[src/mosr_pkg.sv]
// package for the memory output stage reset controller
// assumes one port, one clock, registers reached over axi4-lite
package mosr_pkg;

    // register byte offsets
    localparam logic [3:0] CTRL_OFS   = 4'h0;   // control, read/write
    localparam logic [3:0] STATUS_OFS = 4'h4;   // state, read only
    localparam logic [3:0] DOUT_OFS   = 4'h8;   // output snapshot

    // control field positions
    localparam int PRIO_LSB      = 0;           // priority variant [2:0]
    localparam int LATCH_RST_BIT = 4;           // also reset the latch
    localparam int USE_REGISTER_STAGE_ENABLE_BIT = 5;           // register enable in use

    // status field positions
    localparam int ST_LATCH_EFF = 0;            // latch reset effective
    localparam int ST_PRIM      = 1;            // primitive register built
    localparam int ST_CORE      = 2;            // core register built
    localparam int ST_AT_RST    = 3;            // output holds reset value

    // reset values
    localparam logic [31:0] CTRL_RST = 32'h0000_0000;

    // axi responses
    localparam logic [1:0] RESP_OKAY   = 2'h0;
    localparam logic [1:0] RESP_SLVERR = 2'h2;

    // reset priority variants
    typedef enum logic [2:0] {
        PRIO_LEGACY   = 3'b000,  // fixed: enables beat reset
        PRIO_CE_FIRST = 3'b001,  // selectable, enable first
        PRIO_RST_ALL  = 3'b010,  // reset first, latch and register
        PRIO_RST_REG  = 3'b011,  // reset first on register only
        PRIO_EN_GATED = 3'b100,  // both gated by port enable only
        PRIO_SPLIT    = 3'b101   // latch by enable, register by ce
    } mosr_prio_t;

    // control register layout
    typedef struct packed {
        logic       use_register_stage_enable;   // bit 5
        logic       latch_rst;   // bit 4
        logic       pad;         // bit 3, reads zero
        mosr_prio_t prio;        // bits 2:0
    } mosr_cfg_t;

endpackage : mosr_pkg

[src/mosr_top.sv]
// read output stage of one memory port: latch, optional primitive
// register, optional core register, with configurable reset gating.
// assumes port controls synchronous to CLK_SYS and an axi4-lite master
// that keeps one write and one read outstanding at most.
`timescale 1ns/1ps

module mosr_top
    import mosr_pkg::*;
#(
    parameter int          DATA_W   = 16,         // word width
    parameter int          ADDR_W   = 8,          // word address width
    parameter bit          PRIM_REG = 1'b1,       // primitive register
    parameter bit          CORE_REG = 1'b0,       // core register
    parameter logic [15:0] RST_VAL  = 16'hFFFF    // output reset value
) (
    input  wire logic              CLK_SYS,
    input  wire logic              RST_N,
    // user port
    input  wire logic              PORT_A_ENABLE,
    input  wire logic              PORT_A_WRITE_ENABLE,
    input  wire logic [ADDR_W-1:0] PORT_A_ADDR,
    input  wire logic [DATA_W-1:0] PORT_A_DIN,
    input  wire logic              PORT_A_RESET_IN,
    input  wire logic              PORT_A_REGISTER_STAGE_ENABLE,
    output logic      [DATA_W-1:0] PORT_A_DOUT,
    // axi4-lite slave
    input  wire logic [3:0]        S_AXI_AWADDR,
    input  wire logic              S_AXI_AWVALID,
    output logic                   S_AXI_AWREADY,
    input  wire logic [31:0]       S_AXI_WDATA,
    input  wire logic [3:0]        S_AXI_WSTRB,
    input  wire logic              S_AXI_WVALID,
    output logic                   S_AXI_WREADY,
    output logic      [1:0]        S_AXI_BRESP,
    output logic                   S_AXI_BVALID,
    input  wire logic              S_AXI_BREADY,
    input  wire logic [3:0]        S_AXI_ARADDR,
    input  wire logic              S_AXI_ARVALID,
    output logic                   S_AXI_ARREADY,
    output logic      [31:0]       S_AXI_RDATA,
    output logic      [1:0]        S_AXI_RRESP,
    output logic                   S_AXI_RVALID,
    input  wire logic              S_AXI_RREADY
);

    // reset synchroniser and core signals
    logic              rst_meta_reg;            // first stage, sync only
    logic              rst_n_sync;              // released copy
    mosr_cfg_t         cfg_reg;                 // control register
    logic [DATA_W-1:0] mem [0:(1<<ADDR_W)-1];   // storage array
    logic [DATA_W-1:0] rd_word;                 // addressed word
    logic [DATA_W-1:0] latch_reg;               // memory output latch
    logic [DATA_W-1:0] prim_reg;                // primitive register
    logic [DATA_W-1:0] core_reg;                // core register
    logic [DATA_W-1:0] rst_word;                // reset value at width
    logic              en;                      // port enable
    logic              rst;                     // port reset
    logic              ce_last;                 // last stage advance
    logic              latch_is_last;           // no register built
    logic              latch_eff;               // latch reset allowed
    logic              latch_rst_hit;           // latch resets now
    logic              reg_rst_hit;             // last register resets

    // gate for the latch reset under each priority variant
    function automatic logic latch_gate(input mosr_prio_t p,
                                        input logic       e);
        unique case (p)
            PRIO_RST_ALL: latch_gate = 1'b1;
            PRIO_LEGACY, PRIO_CE_FIRST, PRIO_RST_REG,
            PRIO_EN_GATED, PRIO_SPLIT:
                latch_gate = e;
            default:      latch_gate = e;             // unused code
        endcase
    endfunction : latch_gate

    // gate for the last register reset under each variant
    function automatic logic reg_gate(input mosr_prio_t p,
                                      input logic       e,
                                      input logic       c);
        unique case (p)
            PRIO_RST_ALL, PRIO_RST_REG: reg_gate = 1'b1;
            PRIO_EN_GATED:              reg_gate = e;
            PRIO_LEGACY, PRIO_CE_FIRST, PRIO_SPLIT:
                reg_gate = c;
            default:                    reg_gate = c;     // unused code
        endcase
    endfunction : reg_gate

    // reset release: async assert, two-flop release
    always_ff @(posedge CLK_SYS or negedge RST_N) begin
        if (!RST_N) begin
            rst_meta_reg <= 1'b0;
            rst_n_sync   <= 1'b0;
        end else begin
            rst_meta_reg <= 1'b1;
            rst_n_sync   <= rst_meta_reg;
        end
    end

    // control decode
    always_comb begin
        en       = PORT_A_ENABLE;
        rst      = PORT_A_RESET_IN;
        rst_word = RST_VAL[DATA_W-1:0];     // fixed per port
        rd_word  = mem[PORT_A_ADDR];
        // register enable steers only the last stage
        ce_last  = cfg_reg.use_register_stage_enable ? PORT_A_REGISTER_STAGE_ENABLE
                                     : en;
        latch_is_last = !PRIM_REG && !CORE_REG;
        // latch reset offered only with primitive, no core
        latch_eff = cfg_reg.latch_rst && PRIM_REG && !CORE_REG;
        // declined: latch keeps data, only register resets
        latch_rst_hit = rst && (latch_is_last || latch_eff)
                        && latch_gate(cfg_reg.prio, en);
        // reset reaches the last register only
        reg_rst_hit = rst && !latch_is_last
                      && reg_gate(cfg_reg.prio, en, ce_last);
    end

    // storage writes, read-first towards the latch
    always_ff @(posedge CLK_SYS) begin
        if (en && PORT_A_WRITE_ENABLE) begin
            mem[PORT_A_ADDR] <= PORT_A_DIN;
        end
    end

    // memory output latch
    always_ff @(posedge CLK_SYS or negedge rst_n_sync) begin
        if (!rst_n_sync) begin
            latch_reg <= '0;
        end else if (latch_rst_hit) begin
            latch_reg <= rst_word;
        end else if (en) begin
            latch_reg <= rd_word;
        end
    end

    // primitive register: last stage unless a core register follows
    always_ff @(posedge CLK_SYS or negedge rst_n_sync) begin
        if (!rst_n_sync) begin
            prim_reg <= '0;
        end else if (!PRIM_REG) begin
            prim_reg <= '0;                           // not built
        end else if (!CORE_REG) begin
            if (reg_rst_hit) begin
                prim_reg <= rst_word;
            end else if (ce_last) begin
                prim_reg <= latch_reg;
            end
            // reset held or enables low keep it longer
        end else if (en) begin
            prim_reg <= latch_reg;
        end
    end

    // core register: always the last stage when built
    always_ff @(posedge CLK_SYS or negedge rst_n_sync) begin
        if (!rst_n_sync) begin
            core_reg <= '0;
        end else if (!CORE_REG) begin
            core_reg <= '0;                           // not built
        end else if (reg_rst_hit) begin
            core_reg <= rst_word;
        end else if (ce_last) begin
            core_reg <= PRIM_REG ? prim_reg : latch_reg;
        end
    end

    // output select, every choice is a flop
    assign PORT_A_DOUT = CORE_REG ? core_reg
                       : (PRIM_REG ? prim_reg : latch_reg);

    // ---------------- axi4-lite slave ----------------
    logic        aw_got_reg;    // address captured
    logic        w_got_reg;     // data captured
    logic [3:0]  awaddr_reg;    // held write address
    logic [31:0] wdata_reg;     // held write data
    logic [3:0]  wstrb_reg;     // held strobes
    logic        wr_fire;       // both halves present

    assign S_AXI_AWREADY = !aw_got_reg && !S_AXI_BVALID;
    assign S_AXI_WREADY  = !w_got_reg && !S_AXI_BVALID;
    assign S_AXI_ARREADY = !S_AXI_RVALID;
    assign wr_fire       = aw_got_reg && w_got_reg;

    // write capture, either order; response once both arrived
    always_ff @(posedge CLK_SYS or negedge rst_n_sync) begin
        if (!rst_n_sync) begin
            aw_got_reg   <= 1'b0;
            w_got_reg    <= 1'b0;
            awaddr_reg   <= '0;
            wdata_reg    <= '0;
            wstrb_reg    <= '0;
            S_AXI_BVALID <= 1'b0;
            S_AXI_BRESP  <= RESP_OKAY;
        end else begin
            if (S_AXI_AWVALID && S_AXI_AWREADY) begin
                aw_got_reg <= 1'b1;
                awaddr_reg <= S_AXI_AWADDR;
            end
            if (S_AXI_WVALID && S_AXI_WREADY) begin
                w_got_reg <= 1'b1;
                wdata_reg <= S_AXI_WDATA;
                wstrb_reg <= S_AXI_WSTRB;
            end
            if (wr_fire) begin
                aw_got_reg   <= 1'b0;
                w_got_reg    <= 1'b0;
                S_AXI_BVALID <= 1'b1;
                // read-only words accept and ignore writes
                S_AXI_BRESP  <= (awaddr_reg == CTRL_OFS ||
                                 awaddr_reg == STATUS_OFS ||
                                 awaddr_reg == DOUT_OFS)
                                ? RESP_OKAY : RESP_SLVERR;
            end else if (S_AXI_BVALID && S_AXI_BREADY) begin
                S_AXI_BVALID <= 1'b0;
            end
        end
    end

    // control register; only the low byte holds fields
    always_ff @(posedge CLK_SYS or negedge rst_n_sync) begin
        if (!rst_n_sync) begin
            cfg_reg <= mosr_cfg_t'(CTRL_RST[5:0]);
        end else if (wr_fire && awaddr_reg == CTRL_OFS && wstrb_reg[0]) begin
            cfg_reg           <= mosr_cfg_t'(wdata_reg[5:0]);
            cfg_reg.pad       <= 1'b0;          // reserved reads zero
        end
    end

    // read channel: one cycle from address to data
    always_ff @(posedge CLK_SYS or negedge rst_n_sync) begin
        if (!rst_n_sync) begin
            S_AXI_RVALID <= 1'b0;
            S_AXI_RDATA  <= '0;
            S_AXI_RRESP  <= RESP_OKAY;
        end else if (S_AXI_ARVALID && S_AXI_ARREADY) begin
            S_AXI_RVALID <= 1'b1;
            S_AXI_RRESP  <= RESP_OKAY;
            S_AXI_RDATA  <= '0;
            unique case (S_AXI_ARADDR)
                CTRL_OFS:   S_AXI_RDATA[5:0] <= cfg_reg;
                STATUS_OFS: begin
                    S_AXI_RDATA[ST_LATCH_EFF] <= latch_eff;
                    S_AXI_RDATA[ST_PRIM]      <= PRIM_REG;
                    S_AXI_RDATA[ST_CORE]      <= CORE_REG;
                    S_AXI_RDATA[ST_AT_RST]    <= PORT_A_DOUT == rst_word;
                end
                DOUT_OFS:   S_AXI_RDATA[DATA_W-1:0] <= PORT_A_DOUT;
                default:    S_AXI_RRESP <= RESP_SLVERR;  // unmapped
            endcase
        end else if (S_AXI_RVALID && S_AXI_RREADY) begin
            S_AXI_RVALID <= 1'b0;
        end
    end
endmodule : mosr_top

[config.mk]
export PLATFORM = sky130hd
export DESIGN_NAME = mosr_top
export DESIGN_NICKNAME = d
export VERILOG_FILES = /design/src/mosr_pkg.sv /design/src/mosr_top.sv
export SDC_FILE = /design/constraint.sdc
export NUM_CORES = 2
export LEC_CHECK = 0
export BUFFER_PORTS_ARGS = -buffer_cell sky130_fd_sc_hd__buf_2
export CAP_MARGIN = 20
export CELL_PAD_IN_SITES_DETAIL_PLACEMENT = 1
export CELL_PAD_IN_SITES_GLOBAL_PLACEMENT = 1
export CORE_MARGIN = 1
export CORE_UTILIZATION = 50
export CTS_CLUSTER_SIZE = 14
export DETAILED_ROUTE_END_ITERATION = 6
export GPL_ROUTABILITY_DRIVEN = 0
export PLACE_DENSITY = 0.73
export SLEW_MARGIN = 20
export SYNTH_ARGS = -nofsm -noshare
export SYNTH_HDL_FRONTEND = slang
export SYNTH_SLANG_ARGS = --single-unit
[constraint.sdc]
create_clock -name CLK_SYS -period 5.8 [get_ports CLK_SYS]
set_input_delay 0.29 -clock CLK_SYS [delete_from_list [all_inputs] [get_ports CLK_SYS]]
set_output_delay 0.29 -clock CLK_SYS [all_outputs]
set_load 0.05 [all_outputs]
# Word level (Yosys, flattened, before mapping)
# Memories as Yosys holds them, arrays and structs flattened.
# Index checks and enable logic that the tools add are counted.
# W data, S select, Z words.
dict set report classes {
  n_eq_ne 8
  mux 22
  reduce_logical 30
}
# cell n
set ops {}
lappend ops {{$mux W16} 4}
lappend ops {{$eq A16 B16 Y1 const B} 1}
lappend ops {{$logic_and A1 B1 Y1} 14}
lappend ops {{$mux W1} 12}
lappend ops {{$pmux W4 S3} 1}
lappend ops {{$reduce_bool A2 Y1} 6}
lappend ops {{$mux W10} 1}
lappend ops {{$eq A4 B3 Y1 const B} 2}
lappend ops {{$eq A4 B4 Y1 const B} 2}
lappend ops {{$logic_not A4 Y1} 2}
lappend ops {{$eq A3 B2 Y1 const B} 2}
lappend ops {{$logic_not A1 Y1} 4}
lappend ops {{$mux W2} 2}
lappend ops {{$pmux W2 S2} 1}
lappend ops {{$eq A3 B3 Y1 const B} 1}
lappend ops {{$reduce_or A3 Y1} 1}
lappend ops {{$logic_or A1 B1 Y1} 2}
lappend ops {{$pmux W1 S2} 1}
lappend ops {{$reduce_or A2 Y1} 1}
dict set report totals {
  ff_bits 74
  mem_bits_rw 4096
  inputBits 79
  out_inout_bits 57
  word_cells 78
  memories 1
}
# memory words width read_ports rd_clocked_by_memory_dff wr line_no
set mem_list {}
lappend mem_list {mem 256 16 1 0 1 mosr_top.sv:50} ;# logic [DATA_W-1:0] mem [0:(1<<ADDR_W)-1];

# Depth between registers and ports, before layout
dict set report depth {
  word_depth 5
  ltp_mapped 13
  ltp_nobuf 7
}

# Worst setup path before layout
# Ideal clock, no wire load.
dict set report synth_timing {
  path_type {input -> register}
  start {input PORT_A_ADDR[1]}
  end {memory mem[144][0], enable pin}
  setup_time_ps 409
  t_arrival_ps 3157
  required_ps 5391
  path_slack_ps 2234
  stages 10
  path_buffers 8
  path_cell_list {buf_2 > buf_6 > buf_4 > buf_2 > buf_4 > buf_2 > buf_2 > or2_2 > clkbuf_1 > nor3_1}
}
# item line_no
set synth_rtl {}
lappend synth_rtl {{start, declared} mosr_top.sv:21} ;# input wire logic [ADDR_W-1:0] PORT_A_ADDR,
lappend synth_rtl {{end, declared} mosr_top.sv:50}
# Straight into the memory's write port.

# Worst setup path after layout
dict set report layout_timing {
  start {input PORT_A_ADDR[1]}
  end {register latch_reg[6]}
}
dict set report layout_via {
  elab_chain_cells 3
}
# item line_no
set layout_rtl {}
lappend layout_rtl {{$mem_v2 Z256 W16} n/a}
lappend layout_rtl {{$mux W16} mosr_top.sv:133} ;# end else if (en) begin
lappend layout_rtl {{$mux W16} mosr_top.sv:131} ;# end else if (latch_rst_hit) begin
lappend layout_rtl {{end signal, assigned} mosr_top.sv:132} ;# latch_reg <= rst_word;
lappend layout_rtl {{end signal, assigned} mosr_top.sv:134} ;# latch_reg <= rd_word;
lappend layout_rtl {{end, declared} mosr_top.sv:52} ;# logic [DATA_W-1:0] latch_reg;
# Every way passes these cells. The select of a mux whose other input is x is not followed.
# A chain may end at the register's enable or synchronous reset.

==> summary.txt <==
P_leak: 57.7 nW
IO Count: 136
CP endpoint kind: flip-flop
Netlist cell types: 72
Placement Rows: 207
mapped cell area: 160000 um2
FFs w/ async S/R, synth: 1.70%
CP max stage delay: 1.03 ns
Clock Skews: 0.105 ns
Root Driver: clkbuf_16
Vias: 84.8k
DP Wirelength: 301 mm
# DRC: 0
CP Buf/Inv Count: 2
Die Y: 568 um
starting density of the core: 50.3%
Total GRT Usage: 30.5%
layout cell share with drive strength beyond 1: 28.0%
H-tree depth: 5
final WL: 494 mm
Tmin final: 3.88 ns
Clk Latency, worst-skew pair: 1.02 ns
register bit count reported by yosys: 4167
Worst Path Class, Setup: input pin to flip-flop
DRT iter0 DRCs: 13.9k
area grow syn2layout: 14.1%
mean area per synthesized cell: 21.8 um2
count of hold-fix buffers inserted at cts: 49
DRT Pass-1 Iters: 6
CTS sink cnt: 4167
Primary FF master, synth: edfxtp_1
Reg2Reg Depth: 6
Slew Viols, Final: 0
Reg clk slew, reported paths: 0.07 ns
CTS max path bufs: 4
Final Non-Filler Cells: 12.5k
NumNets Final: 8035
worst path cell trace: buf_8 > buf_4 > mux4_2 > mux2i_1 > o22ai_1 > nor4_1 > nand3_1 > o32a_1
Worst R2R Start: mem[186][6]
dpl cell area: 168000 um2
global-route wire length before repair: 683 mm
Design Area, Final: 183000 um2
Setup crit start kind: input pin
fin crit share: 66.8%
fmax: 0.258 GHz
core area: 318000 um2
Die Area: 322000 um2
post-CTS setup buffers: 0
largest register by flop count: mem
antenna-violating nets left: 0
Slew headroom: 14.0%
Post-CTS Resized: 0
cell family with most CP delay: simple AND/OR/NAND/NOR gates
max_cap viols: 0
final setup TNS: 0 ns
vias in the first global route: 85.9k
initial antenna violation count: 45
Synth Instances: 7353
Buffers on Ports: 87
Via density: 6.78
worst path arrival time: 4.78 ns
worst hold start: PORT_A_DIN[0]
VDD IR-drop max: 0.303 mV
Post-synth EDFFs: 4096
status: finished, final reports clean
worst min path class: input pin to flip-flop
final hold vios: 0
grt total ovfl: 0
hold endpoint: mem[100][0]
RSZ-0062 raised after global routing: no
Synthesis Warnings: 0
CP Launch Point: PORT_A_ADDR[1]
register area share after synthesis: 78.0%
DP Worst Slack: 1.24 ns
TritonCTS Buffers: 415
Slew @ Worst Pin: 1.29 ns
die width: 568 um
cell count of the worst hold path: 1
CP required: 6.71 ns
CP Max Fanout: 50
Pwr Density: 355 nW/um2
Setup Viol. Count Final: 0
setup slack after layout: 1.92 ns
max FFs per register: 4096
drt wl/cell: 39.5 um
Worst path slowest cell: nor4_1
reg2reg end: latch_reg[6]
dpl cells: 11.7k
CTS tree: yes
largest net degree at the start of global routing: 189
R2R setup slack: 2.36 ns
report_power, final:
group / internal [mW] / leakage [nW] / switching [mW] / total (mW)
sequential: 33.3 / 37.7 / 0.251 / 33.5
combinational: 1.24 / 13.3 / 2.75 / 3.99
clock: 15.5 / 6.70 / 11.8 / 27.2
stage by stage:
stage | power, mW | hold WS, ns | util, %
CTS | 64.8 | 0.00278 | 57.3
global route | 65.9 | 0.0819 | 57.4
detailed placement | 37.9 | 0.0813 | 52.9
floorplan | 36.0 | -0.00559 | -
global placement | 37.8 | 0.0758 | 52.9
finish | 64.7 | 0.0404 | 57.4
worst max path at each step:
stage | cells past startpoint | slack (ns) | endpoint
2_1_floorplan | 10 | 2.23 | mem[144][0]
3_3_place_gp | 8 | 1.23 | latch_reg[6]
3_5_place_dp | 8 | 1.24 | latch_reg[6]
4_1_cts | 8 | 2.20 | latch_reg[6]
5_1_grt | 8 | 2.11 | latch_reg[6]
6_report | 8 | 1.92 | latch_reg[6]
cell families after synthesis:
family                 share of synthesized area [%]
and+or+nand+nor                                 2.42
muxes                                           15.5
other                                        0.00469
AOI/OAI and AO/OA                               2.65
DFF                                             78.0
buffers and inverters                           1.45
per-layer routing:
layer	GRT usage [%]	part of all wire (%)
met1	40.3	35
met2	47.2	46
met3	8.43	12
met4	15.1	5.8
met5	0	0.028
layout by cell type, fill, tap and decap left out, drive strengths merged, types with 8 or more instances in the layout:
cell type	Yosys	final
edfxtp	4096	4096
mux4	965	965
buf	294	548
clkbuf	152	519
nor2	281	281
nand2	264	264
mux2i	230	230
clkinv	1	208
o22ai	138	138
a22oi	118	118
nand3	103	103
o21ai	78	78
nor3	72	72
dfrtp	71	71
mux2	66	66
a21oi	59	59
dlygate4sd3	0	51
bufinv	0	47
nand4	46	46
a221oi	27	27
diode	0	24
o221ai	24	24
a22o	21	21
a31oi	21	21
o22a	19	19
conb	2	19
a211oi	18	18
inv	7	15
and2	13	13
nor2b	13	13
nor4	12	12
nand2b	10	10
a32oi	9	9
o211ai	8	8
a41oi	8	8
o31ai	8	8
synthesized netlist by cell type, types with 8 or more instances:
cell      count  area (um2)
buf_6         9         101
nand4_1      46         288
nand3_1     103         515
and2_1       12        75.1
dfrtp_1      71        1780
a31oi_1      21         131
o31ai_1       8        60.1
o22ai_1     138         863
a221oi_1     27         236
buf_1        36         135
o21ai_0      78         390
o211ai_1      8        60.1
a22o_1       21         184
mux2i_1     230        2300
a32oi_1       9        78.8
nand2b_1     10        62.6
a41oi_1       8        70.1
o221ai_1     24         210
a21oi_1      59         295
nor2_1      280        1050
mux2_2       66         743
a211oi_1     18         135
nand2_1     264         991
edfxtp_1   4096      123000
nor2b_1      13        81.3
o22a_1       19         166
mux4_2      963       21700
buf_2       157         786
a22oi_1     118         886
clkbuf_1    152         571
nor4_1       12        75.1
buf_4        92         691
nor3_1       72         360
final cells by class:
type / instances / area (um2)
antenna: 24 / 60.1
clock buffer: 503 / 10800
clock inverter: 266 / 2880
fill: 26700 / 136000
inverter: 8 / 38.8
multi-input combinational: 2749 / 33500
sequential: 4167 / 125000
tap: 4180 / 5230
timing repair buffer: 615 / 5170
worst register-to-register path, cell delays in order (launching register included):
cell,delay (ns)
edfxtp_1,0.36
mux4_2,0.49
mux2i_1,0.38
o22ai_1,0.41
nor4_1,1.03
nand3_1,0.33
o32a_1,0.37
No activity file was read; power rests on OpenSTA's default activity.
